$ cat src/fifo_port_regs.vh
// Constants for the bus-matching FIFO port block: width codes, strap
// bit positions and default flag offsets.
// Included by fifo_port_config.v; definitions only.
`ifndef FIFO_PORT_REGS_VH
`define FIFO_PORT_REGS_VH

// Port width codes
`define PORT_W36 2'h0
`define PORT_W18 2'h1
`define PORT_W9 2'h2

// Piece widths in bits
`define PIECE_BITS_36 36
`define PIECE_BITS_18 18
`define PIECE_BITS_9 9

// Pieces per 36-bit word, minus one
`define LAST_PIECE_36 3'h0
`define LAST_PIECE_18 3'h1
`define LAST_PIECE_9 3'h3

// Latched configuration vector bit positions
`define CFG_BYTE_ORDER 0
`define CFG_FALL_THROUGH 1
`define CFG_PARITY 2
`define CFG_SERIAL 3
`define CFG_RD_WIDTH 4
`define CFG_WR_WIDTH 6
`define CFG_RESET 8'h00

// Default offsets, indexed by {load level, select 1, select 0}
`define DEF_OFS_0 8'h01
`define DEF_OFS_1 8'h02
`define DEF_OFS_2 8'h03
`define DEF_OFS_3 8'h04
`define DEF_OFS_4 8'h05
`define DEF_OFS_5 8'h06
`define DEF_OFS_6 8'h07
`define DEF_OFS_7 8'h08

`endif

$ cat src/fifo_port_config.v
// Bus-matching FIFO with strap configuration, offset registers and flags.
// Assumes straps and data pins synchronous to core_clk; straps held
// steady by the surrounding logic once master reset has ended.
// Summary of operation
// - Width strap pair and match strap choose write and read port widths.
// - Straps are latched during master reset; later levels are ignored.
// - Byte-order strap low selects big-endian, high selects little-endian.
// - Narrow write port ignores unused upper data input lines.
// - Empty output shows memory empty, or output data valid in fall-through.
// - Full output shows memory full, or space remaining in fall-through.
// - Two select straps plus load level pick one of eight default offsets.
// - Fall-through pin picks timing mode in reset, later is serial input.
// - Half-full output shows stored word count above half capacity.
// - Parity strap low picks non-interspersed, high picks interspersed.
// - Parity placement only affects parallel offset loading, not data.
// - Load level during master reset picks serial or parallel programming.
// - Load enable after reset steers writes and reads to offset registers.
// - Interspersed parity skips bits 8, 17, 26 and 35 in offset loads.
// - Big-endian reads most significant piece first, little-endian least.
`timescale 1ns/1ps
`include "fifo_port_regs.vh"
module fifo_port_config #(
  parameter AW = 4,
  parameter DEPTH = 16,
  parameter OFS_W = 5
) (
  input wire core_clk,
  input wire rst,
  input wire master_reset_n,
  input wire width_match_select,
  input wire write_width_select,
  input wire read_width_select,
  input wire byte_order_select,
  input wire parity_placement_select,
  input wire default_offset_select_0,
  input wire default_offset_select_1,
  input wire fall_through_select,
  input wire offset_access_enable,
  input wire serial_load_en,
  input wire write_en,
  input wire [35:0] write_data_in,
  input wire read_en,
  output reg [35:0] read_data_out,
  output reg empty_indicator,
  output reg full_indicator,
  output reg half_full_indicator,
  output reg almost_empty_indicator,
  output reg almost_full_indicator
);
  reg [7:0] cfg_r;
  reg [OFS_W-1:0] offset_empty_r;
  reg [OFS_W-1:0] offset_full_r;
  reg wr_ofs_sel_r;
  reg rd_ofs_sel_r;
  reg [OFS_W-1:0] serial_cnt_r;
  reg [35:0] asm_r;
  reg [2:0] wr_cnt_r;
  reg [35:0] hold_r;
  reg [2:0] pieces_left_r;
  reg out_valid_r;
  reg [3:0] width_nxt;
  reg [7:0] default_wide;
  reg [2:0] wr_last;
  reg [2:0] rd_last;
  reg [35:0] asm_nxt;
  reg [35:0] piece_src;
  wire in_master_reset;
  wire little_end;
  wire fall_through_select_mode;
  wire [1:0] wr_width;
  wire [1:0] rd_width;
  wire fifo_in_ready;
  wire fifo_out_valid;
  wire [35:0] fifo_out_data;
  wire [AW:0] fifo_count;
  wire [AW:0] free_count;
  wire data_access;
  wire wr_accept;
  wire wr_last_piece;
  wire avail;
  wire advance;
  wire from_fifo;
  wire [31:0] ofs_word;
  wire [OFS_W-1:0] default_nxt;
  localparam [7:0] OFS_RST_WIDE = `DEF_OFS_0;

  assign in_master_reset = !master_reset_n;
  assign little_end = cfg_r[`CFG_BYTE_ORDER];
  assign fall_through_select_mode = cfg_r[`CFG_FALL_THROUGH];
  assign wr_width = cfg_r[`CFG_WR_WIDTH+1:`CFG_WR_WIDTH];
  assign rd_width = cfg_r[`CFG_RD_WIDTH+1:`CFG_RD_WIDTH];
  assign free_count = DEPTH[AW:0] - fifo_count;

  // Write width in [3:2] and read width in [1:0]; decoded from straps
  always @* begin
    width_nxt = {`PORT_W36, `PORT_W36};
    if (width_match_select) begin
      case ({write_width_select, read_width_select})
        2'b00: width_nxt = {`PORT_W36, `PORT_W18};
        2'b01: width_nxt = {`PORT_W36, `PORT_W9};
        2'b10: width_nxt = {`PORT_W18, `PORT_W36};
        default: width_nxt = {`PORT_W9, `PORT_W36};
      endcase
    end
  end

  always @* begin
    case ({offset_access_enable, default_offset_select_1, default_offset_select_0})
      3'h0: default_wide = `DEF_OFS_0;
      3'h1: default_wide = `DEF_OFS_1;
      3'h2: default_wide = `DEF_OFS_2;
      3'h3: default_wide = `DEF_OFS_3;
      3'h4: default_wide = `DEF_OFS_4;
      3'h5: default_wide = `DEF_OFS_5;
      3'h6: default_wide = `DEF_OFS_6;
      default: default_wide = `DEF_OFS_7;
    endcase
  end
  // Offsets keep only the low OFS_W bits
  assign default_nxt = default_wide[OFS_W-1:0];

  // straps caught on every core_clk edge during master reset, frozen after
  always @(posedge core_clk) begin
    if (rst) begin
      cfg_r <= `CFG_RESET;
    end else if (in_master_reset) begin
      cfg_r[`CFG_BYTE_ORDER] <= byte_order_select;
      cfg_r[`CFG_FALL_THROUGH] <= fall_through_select;
      cfg_r[`CFG_PARITY] <= parity_placement_select;
      cfg_r[`CFG_SERIAL] <= offset_access_enable;
      cfg_r[`CFG_WR_WIDTH+1:`CFG_RD_WIDTH] <= width_nxt;
    end
  end

  always @* begin
    case (wr_width)
      `PORT_W18: wr_last = `LAST_PIECE_18;
      `PORT_W9: wr_last = `LAST_PIECE_9;
      default: wr_last = `LAST_PIECE_36;
    endcase
    case (rd_width)
      `PORT_W18: rd_last = `LAST_PIECE_18;
      `PORT_W9: rd_last = `LAST_PIECE_9;
      default: rd_last = `LAST_PIECE_36;
    endcase
  end

  // load enable diverts both ports to the offset registers
  assign data_access = master_reset_n && !offset_access_enable;
  assign wr_last_piece = (wr_cnt_r == wr_last);
  assign wr_accept = data_access && write_en && (!wr_last_piece || fifo_in_ready);

  // narrow write pieces masked; placement by byte order
  always @* begin
    asm_nxt = asm_r;
    case (wr_width)
      `PORT_W18: begin
        if (little_end) begin
          asm_nxt = {write_data_in[17:0], asm_r[35:18]};
        end else begin
          asm_nxt = {asm_r[17:0], write_data_in[17:0]};
        end
      end
      `PORT_W9: begin
        if (little_end) begin
          asm_nxt = {write_data_in[8:0], asm_r[35:9]};
        end else begin
          asm_nxt = {asm_r[26:0], write_data_in[8:0]};
        end
      end
      default: asm_nxt = write_data_in;
    endcase
  end

  always @(posedge core_clk) begin
    if (rst || in_master_reset) begin
      asm_r <= 36'h000000000;
      wr_cnt_r <= 3'h0;
    end else if (wr_accept) begin
      asm_r <= asm_nxt;
      wr_cnt_r <= wr_last_piece ? 3'h0 : wr_cnt_r + 3'h1;
    end
  end

  // data words stored untouched by parity placement
  word_fifo #(
    .W(36),
    .AW(AW),
    .DEPTH(DEPTH)
  ) u_fifo (
    .clk(core_clk),
    .rst(rst),
    .flush(in_master_reset),
    .in_valid(wr_accept && wr_last_piece),
    .in_ready(fifo_in_ready),
    .in_data(asm_nxt),
    .out_valid(fifo_out_valid),
    .out_ready(advance && from_fifo),
    .out_data(fifo_out_data),
    .count(fifo_count)
  );

  // parity positions dropped in interspersed mode
  assign ofs_word = cfg_r[`CFG_PARITY] ?
    {write_data_in[34:27], write_data_in[25:18], write_data_in[16:9], write_data_in[7:0]} :
    write_data_in[31:0];

  // offset register load, serial or parallel by latched method
  always @(posedge core_clk) begin
    if (rst) begin
      offset_empty_r <= OFS_RST_WIDE[OFS_W-1:0];
      offset_full_r <= OFS_RST_WIDE[OFS_W-1:0];
      wr_ofs_sel_r <= 1'b0;
      serial_cnt_r <= {OFS_W{1'b0}};
    end else if (in_master_reset) begin
      offset_empty_r <= default_nxt;
      offset_full_r <= default_nxt;
      wr_ofs_sel_r <= 1'b0;
      serial_cnt_r <= {OFS_W{1'b0}};
    end else if (offset_access_enable) begin
      if (cfg_r[`CFG_SERIAL] && serial_load_en) begin
        // shared pin is the serial data input after reset
        if (wr_ofs_sel_r) begin
          offset_full_r <= {fall_through_select, offset_full_r[OFS_W-1:1]};
        end else begin
          offset_empty_r <= {fall_through_select, offset_empty_r[OFS_W-1:1]};
        end
        if (serial_cnt_r == OFS_W - 1) begin
          serial_cnt_r <= {OFS_W{1'b0}};
          wr_ofs_sel_r <= !wr_ofs_sel_r;
        end else begin
          serial_cnt_r <= serial_cnt_r + {{(OFS_W-1){1'b0}}, 1'b1};
        end
      end else if (!cfg_r[`CFG_SERIAL] && write_en) begin
        if (wr_ofs_sel_r) begin
          offset_full_r <= ofs_word[OFS_W-1:0];
        end else begin
          offset_empty_r <= ofs_word[OFS_W-1:0];
        end
        wr_ofs_sel_r <= !wr_ofs_sel_r;
      end
    end
  end

  // Read side: split stored words into read-width pieces
  assign avail = (pieces_left_r != 3'h0) || fifo_out_valid;
  assign from_fifo = (pieces_left_r == 3'h0);
  // standard mode reads on request, fall-through refills output
  assign advance = data_access && avail &&
    (fall_through_select_mode ? (!out_valid_r || read_en) : read_en);

  always @* begin
    piece_src = from_fifo ? fifo_out_data : hold_r;
  end

  always @(posedge core_clk) begin
    if (rst || in_master_reset) begin
      read_data_out <= 36'h000000000;
      hold_r <= 36'h000000000;
      pieces_left_r <= 3'h0;
      out_valid_r <= 1'b0;
      rd_ofs_sel_r <= 1'b0;
    end else if (offset_access_enable) begin
      if (read_en) begin
        read_data_out <= rd_ofs_sel_r ? {{(36-OFS_W){1'b0}}, offset_full_r} :
          {{(36-OFS_W){1'b0}}, offset_empty_r};
        rd_ofs_sel_r <= !rd_ofs_sel_r;
      end
    end else if (advance) begin
      out_valid_r <= 1'b1;
      pieces_left_r <= from_fifo ? rd_last : pieces_left_r - 3'h1;
      case (rd_width)
        `PORT_W18: begin
          if (little_end) begin
            read_data_out <= {18'h00000, piece_src[17:0]};
            hold_r <= {18'h00000, piece_src[35:18]};
          end else begin
            read_data_out <= {18'h00000, piece_src[35:18]};
            hold_r <= {piece_src[17:0], 18'h00000};
          end
        end
        `PORT_W9: begin
          if (little_end) begin
            read_data_out <= {27'h0000000, piece_src[8:0]};
            hold_r <= {9'h000, piece_src[35:9]};
          end else begin
            read_data_out <= {27'h0000000, piece_src[35:27]};
            hold_r <= {piece_src[26:0], 9'h000};
          end
        end
        default: begin
          read_data_out <= piece_src;
          hold_r <= piece_src;
        end
      endcase
    end else if (fall_through_select_mode && read_en) begin
      out_valid_r <= 1'b0;
    end
  end

  // Registered flags
  always @(posedge core_clk) begin
    if (rst || in_master_reset) begin
      empty_indicator <= 1'b1;
      full_indicator <= 1'b0;
      half_full_indicator <= 1'b0;
      almost_empty_indicator <= 1'b1;
      almost_full_indicator <= 1'b0;
    end else begin
      empty_indicator <= fall_through_select_mode ? out_valid_r : !avail;
      full_indicator <= fall_through_select_mode ? fifo_in_ready : !fifo_in_ready;
      half_full_indicator <= (fifo_count > (DEPTH / 2));
      almost_empty_indicator <= (fifo_count < offset_empty_r);
      almost_full_indicator <= (free_count <= offset_full_r);
    end
  end
endmodule // fifo_port_config

$ cat src/word_fifo.v
// Synchronous FIFO with parameterised width and depth, valid/ready on
// both sides and a synchronous flush.
// Assumes one clock; DEPTH is a power of two equal to 2**AW.
`timescale 1ns/1ps
module word_fifo #(
  parameter W = 36,
  parameter AW = 4,
  parameter DEPTH = 16
) (
  input wire clk,
  input wire rst,
  input wire flush,
  input wire in_valid,
  output wire in_ready,
  input wire [W-1:0] in_data,
  output wire out_valid,
  input wire out_ready,
  output wire [W-1:0] out_data,
  output wire [AW:0] count
);
  reg [W-1:0] mem [0:DEPTH-1];
  reg [AW:0] wr_ptr_r;
  reg [AW:0] rd_ptr_r;
  wire push;
  wire pop;

  assign count = wr_ptr_r - rd_ptr_r;
  assign in_ready = (count != DEPTH[AW:0]);
  assign out_valid = (count != {(AW+1){1'b0}});
  assign out_data = mem[rd_ptr_r[AW-1:0]];
  assign push = in_valid && in_ready;
  assign pop = out_valid && out_ready;

  always @(posedge clk) begin
    if (push) begin
      mem[wr_ptr_r[AW-1:0]] <= in_data;
    end
  end

  always @(posedge clk) begin
    if (rst || flush) begin
      wr_ptr_r <= {(AW+1){1'b0}};
      rd_ptr_r <= {(AW+1){1'b0}};
    end else begin
      if (push) begin
        wr_ptr_r <= wr_ptr_r + {{AW{1'b0}}, 1'b1};
      end
      if (pop) begin
        rd_ptr_r <= rd_ptr_r + {{AW{1'b0}}, 1'b1};
      end
    end
  end
endmodule // word_fifo

$ cat config.mk
export PLATFORM = sky130hd
export DESIGN_NAME = fifo_port_config
export DESIGN_NICKNAME = d
export VERILOG_FILES = /design/src/fifo_port_config.v /design/src/word_fifo.v
export VERILOG_INCLUDE_DIRS = /design/src /design/src/src
export SDC_FILE = /design/constraint.sdc
export NUM_CORES = 1
export LEC_CHECK = 0
export BUFFER_PORTS_ARGS = -buffer_cell sky130_fd_sc_hd__buf_2
export CAP_MARGIN = 20
export CORE_ASPECT_RATIO = 0.9
export CORE_UTILIZATION = 62
export CTS_CLUSTER_DIAMETER = 30
export DETAILED_ROUTE_END_ITERATION = 6
export PLACE_DENSITY = 0.81
export SYNTH_ARGS = -nofsm -noshare
export SYNTH_HDL_FRONTEND = slang
export SYNTH_SLANG_ARGS = --single-unit
export TNS_END_PERCENT = 1
$ cat constraint.sdc
create_clock -name core_clk -period 7.86 [get_ports core_clk]
set_input_delay 0 -clock core_clk [delete_from_list [all_inputs] [get_ports core_clk]]
set_output_delay 0 -clock core_clk [all_outputs]
set_load 0.02 [all_outputs]
# Word level (Yosys, flattened, before mapping)
# Memories as Yosys holds them, arrays and structs flattened. A register that Yosys moved wholly into a read port is not among the register bits.
# Index checks and enable logic that the tools add are counted.
op_classes:
  order_cmp: 3
  eq_ne: 23
  muxes: 46
  n_mul: 0
  shifts: 0
  n_div: 0
  bitwise: 2
  addsub: 7
  reduce_logical: 42
ops:
  columns: ["operator", "count"]
  rows:
  - ["two-way mux 36 bit", 8]
  - ["one-hot mux 36 bit (2 select lines)", 3]
  - ["two-way mux 5 bit", 14]
  - ["one-hot mux 4 bit (7 select lines)", 1]
  - ["two-way mux 18 bit", 1]
  - ["adder 5 x 1 -> 5 bit (second input constant)", 3]
  - ["logical AND 1 bit", 12]
  - ["two-way mux 4 bit", 3]
  - ["inequality test 3 bit (second input constant)", 4]
  - ["one-hot mux 4 bit (3 select lines)", 1]
  - ["two-way mux 1 bit", 10]
  - ["AND reduction 2 bit", 5]
  - ["equality test 3 bit (second input constant)", 3]
  - ["logical NOT 1 bit", 9]
  - ["two-way mux 9 bit", 1]
  - ["one-hot mux 2 bit (2 select lines)", 2]
  - ["AND reduction 4 bit", 2]
  - ["equality test 2 x 1 -> 1 bit (second input constant)", 3]
  - ["equality test 2 bit (second input constant)", 3]
  - ["equality test 3 x 2 -> 1 bit (second input constant)", 2]
  - ["logical NOT 3 bit", 2]
  - ["two-way mux 3 bit", 2]
  - ["inequality test 2 x 1 -> 1 bit (second input constant)", 3]
  - ["nonzero test 2 bit", 3]
  - ["19 further kinds", 23]
word_totals:
  latchBits: 0
  word_cells: 143
  ramBits: 576
  ff_bits: 155
  rom_bits: 0
  memories: 1
memory_table:
  columns: ["memory", "depth", "width", "read_ports", "rd_clocked_by_memory_dff", "write_ports", "line_no", "text"]
  rows:
  - ["u_fifo.mem", 16, 36, 1, 1, 1, "word_fifo.v:21", "reg [W-1:0] mem [0:DEPTH-1];"]

# Longest topological paths before layout
logic_depth:
  word_depth: 10
  ltp_mapped: 16
  depth_no_buf: 15

# Cells and area by module
# A second synthesis with hierarchy kept.
unflattened:
  cells_unflattened: 1925
  hier_area_um2: 31049.8
by_module_without_submodules:
  columns: ["mod", "cells_per_inst", "area_per_inst_um2", "n_inst"]
  rows:
  - ["word_fifo", 914, 22576.7, 1]
  - ["fifo_port_config", 1011, 8473.1, 1]

# Worst setup path after synthesis
# No wires, ideal clock.
synth_path:
  kind: "reg2reg"
  start: "register u_fifo.wr_ptr_r[0]"
  end: "memory u_fifo.mem[3][0] (enable)"
  synth_period_minus_slack_ps: 5458
  setup_slack_ps: 2402
  t_required_ps: 7386
  setup_time_ps: 474
  arrival_ps: 4984
  stages_incl_launch_ff: 14
  path_cell_list: "dfxtp_1 -> inv_1 -> ha_1 -> inv_1 -> fa_1 -> inv_1 -> ha_1 -> nand2_1 -> nor2_1 -> ha_1 -> nand4bb_1 -> nor4_4 -> nand2_1 -> nor3_1"
synth_via:
  elab_chain_len: 8
synth_rtl:
  columns: ["item", "line_no", "text"]
  rows:
  - ["from (decl)", "word_fifo.v:22", "reg [AW:0] wr_ptr_r;"]
  - ["from (signal assigned)", "word_fifo.v:42", "wr_ptr_r <= {(AW+1){1'b0}};"]
  - ["from (signal assigned)", "word_fifo.v:46", "wr_ptr_r <= wr_ptr_r + {{AW{1'b0}}, 1'b1};"]
  - ["subtractor 5 bit", "word_fifo.v:27", "assign count = wr_ptr_r - rd_ptr_r;"]
  - ["inequality test 5 bit", "word_fifo.v:28", "assign in_ready = (count != DEPTH[AW:0]);"]
  - ["logical OR 1 bit", "fifo_port_config.v:151", "assign wr_accept = data_access && write_en && (!wr_last_piece || fifo_in_ready);"]
  - ["logical AND 1 bit", "fifo_port_config.v:151", null]
  - ["logical AND 1 bit", "fifo_port_config.v:194", ".in_valid(wr_accept && wr_last_piece),"]
  - ["logical AND 1 bit", "word_fifo.v:31", "assign push = in_valid && in_ready;"]
  - ["two-way mux 1 bit", "word_fifo.v:35", "if (push) begin"]
  - ["two-way mux 1 bit (not written as such)", "word_fifo.v:36", "mem[wr_ptr_r[AW-1:0]] <= in_data;"]
  - ["to (decl)", "word_fifo.v:21", null]
# Parallel ways exist; a longest one is shown, timed or not.

# Worst setup path after layout
layout_path:
  start: "register u_fifo.wr_ptr_r[0]"
  end: "memory u_fifo.mem[1][33] (enable)"
# The elaborated chain is that of the path after synthesis.

==> impl_metrics.yaml <==
outcome:
  status: "finished with violations"
  violations: "design-rule violations"
timing:
  slew-limit-headroom: 0.221
  period_share: 0.629
  setup_viol: 0
  fmax_mhz: 202
  grt_setup_unrepaired: "no"
  final.min_clock_period_ns: 4.95
  finalHoldViolations: 0
  slew_viol_final: 0
  fin_setup_tns_ns: 0
  fin_skew_ns: 0.0272
  worstMarginPinSlew_ns: 1.17
logic_synthesis:
  synth_edf_count: 576
  syn_area_per_cell_um2: 13.1
  synth_top_flop_cell: "edfxtp_1"
  synth_top_area_share: 0.550
  synth_nets: 2483
  synth_cell_types: 66
  yosysMostFrequentCell: "edfxtp_1"
  ys_ff_latch: 734
  ys_async_sr_fraction: 0
  synthCells: 2401
  netlist_area_um2: 31400
  synthTopCellsByArea: "edfxtp_1, dfxtp_1, mux2i_1"
  ys_warn_count: 0
  synth_common_cells: "edfxtp_1, mux2i_1, nand2_1"
  synth_top_cell_by_area: "edfxtp_1"
  ys_seq_area_frac: 0.651
critical_path:
  required_ns: 8.16
  crit_chain: "inv_1, ha_1, inv_1, fa_1, xor2_1, inv_1, nand2_1, nor2_1, ha_1, nand4bb_1, nor4_4, nand2_1, nor3_2, buf_4"
  cp.arrival_ns: 5.24
  path_max_fanout: 28
  rr_startpoint: "u_fifo.wr_ptr_r[0]$_SDFFE_PP0P_"
  cp_slowest_cell: "nor3_2"
  end_kind: "flip-flop"
  regToRegEndpoint: "u_fifo.mem[1][33]$_DFFE_PP_"
  reg2reg_slack_ns: 2.91
  crit_buf_inv: 4
  crit_top_cell: "inv_1"
  reg2reg_depth: 14
  critical_path.startpoint: "u_fifo.wr_ptr_r[0]$_SDFFE_PP0P_"
  slowest_delay_ns: 0.83
  worstSetupPathType: "flip-flop to flip-flop"
  crit_family: "simple AND/OR/NAND/NOR gates"
  start_kind: "flip-flop"
cells_and_area:
  finalNetCount: 2651
  area_growth_pct: 18.5
  final_core_util: 0.751
  drive_gt1_frac: 0.164
  final_area_um2: 37300
  final_cells: 3342
drt:
  routed_wirelength_um: 92600
  drt_iter0_drc: 3691
  vias_per_cell: 6.90
  final_antenna_net_count: 0
  vias: 23100
  dr.pass1.iters: 7
  avgRoutedWirePerCell_um: 27.7
  drc: 38
cts:
  cts_tree: "yes"
  clk_latency_ns: 0.68
  root_buffer: "clkbuf_16"
  clk_pin_slew_ns: 0.06
  clock-sinks: 734
  clockBufferDepth: 3
  numCtsBuffers: 116
  htree_levels: 3
  cts_setup_buffers: 0
flow_run:
  cap_violations: 0
global_routing:
  grt_pass1_vias: 22700
  grt_max_degree: 108
  grt_usage: 0.353
  antenna_found_initial: 6
  grt_pass1_wl_um: 135000
  gr-total-overflow: 0
floorplanning:
  dieArea_um2: 51600
  die_y_um: 216
  core-area_um2: 49600
  initial_core_util: 0.634
  io-pin-count: 92
  core.rowCount: 77
  die_w_um: 239
place:
  dp_cells: 3053
  dp_hpwl_um: 48500
  gp_congestion: 0.904
  portBuffers: 90
  placed_cell_area_um2: 32400
power:
  p_total_mw: 9.93
  ir_drop_uv: 352
  p_leak_nw: 12.3
  p_per_area_nw_per_um2: 267
min_path:
  hp-class: "primary input to flip-flop"
  hp-start: "write_data_in[0]"
  whs_path_depth: 4
  holdPathEnd: "asm_r[0]$_SDFFE_PP0P_"
==> worst min-delay path: cells and delay by family <==
family | cells | cell delay (ns)
buf+inv | 1 | 0.19
simple gates | 1 | 0.16
compound gates | 2 | 0.42
==> routing by layer <==
metal | vias to the layer above | wire length (µm) | GRT usage
met5 | - | 108 | 0
met1 | 11200 | 32800 | 0.448
li1 | 9498 | - | -
met4 | 14 | 5490 | 0.195
met3 | 483 | 11600 | 0.0991
met2 | 1900 | 42600 | 0.550
==> stage by stage <==
stage	hold WS, ns	worst slack (ns)
after floorplan	0.144	2.40
after global placement	0.230	3.10
after detailed placement	0.240	2.89
after CTS	0.00334	2.83
after global routing	0.144	2.63
final	0.151	2.91
==> final cells by class <==
type                       count  area, µm²
clock inverter                93       1100
inverter                      66        248
fill                        2755      12400
clock buffer                 126       3000
timing repair buffer         221       1640
sequential                   734      20500
antenna                        1       2.50
tap                          671        840
multi-input combinational   1430       9950
==> timing repair <==
action / 4_1_cts / 5_1_grt
hold buffers: 51 / 7
endpoints found under the hold margin: 447 / 58
resized for setup: 0 / 0
==> flip-flops by register name, summed over array words and instances (netlist names), named ones only <==
signal,count
pieces_left_r,3
rd_ofs_sel_r,1
wr_cnt_r,3
asm_r,36
full_indicator,1
u_fifo.wr_ptr_r,5
cfg_r,7
almost_full_indicator,1
offset_empty_r,5
out_valid_r,1
half_full_indicator,1
almost_empty_indicator,1
wr_ofs_sel_r,1
u_fifo.mem,576
empty_indicator,1
offset_full_r,5
u_fifo.rd_ptr_r,5
serial_cnt_r,5
hold_r,36
read_data_out,36
==> cells by family after synthesis <==
group	after synthesis	synth area share
buffers and inverters	237	0.0388
AND/OR/NAND/NOR	487	0.0717
multiplexers	294	0.0956
AO/OA/AOI/OAI	595	0.124
adder cells (fa/ha/maj)	31	0.0126
XOR/XNOR	23	0.00641
flip-flops	734	0.651
==> cell usage in the layout (no fill, tap or decap), types with 17 or more instances in the layout <==
master and count:
a21oi_1 186, mux2i_1 288, a31oi_1 24, nand2_1 201, inv_1 66, ha_1 29, buf_4 69, clkbuf_16 119
dfxtp_1 156, a221oi_1 35, nor3_2 21, dlygate4sd3_1 58, nand3_1 64, nor2_1 107, bufinv_16 17, o21ai_0 76
edfxtp_1 576, buf_2 90, a22oi_1 188
==> power by group <==
part / internal (mW) / switching [mW]
clock: 3.37 / 1.96
combinational: 0.105 / 0.258
sequential: 4.23 / 0.0135
total: 7.70 / 2.23
==> how the worst max path moves through the flow <==
| stage | endpoint | slack [ns] | cells past startpoint |
|---|---|---|---|
| after detailed placement | u_fifo.mem[1][15]$_DFFE_PP_ | 2.89 | 14 |
| after global placement | u_fifo.mem[1][27]$_DFFE_PP_ | 3.10 | 14 |
| after floorplan | u_fifo.mem[3][0]$_DFFE_PP_ | 2.40 | 13 |
| final | u_fifo.mem[1][33]$_DFFE_PP_ | 2.91 | 14 |
| after global routing | u_fifo.mem[1][33]$_DFFE_PP_ | 2.63 | 14 |
| after CTS | u_fifo.mem[1][0]$_DFFE_PP_ | 2.83 | 14 |
(Power assumes the default switching activity.)
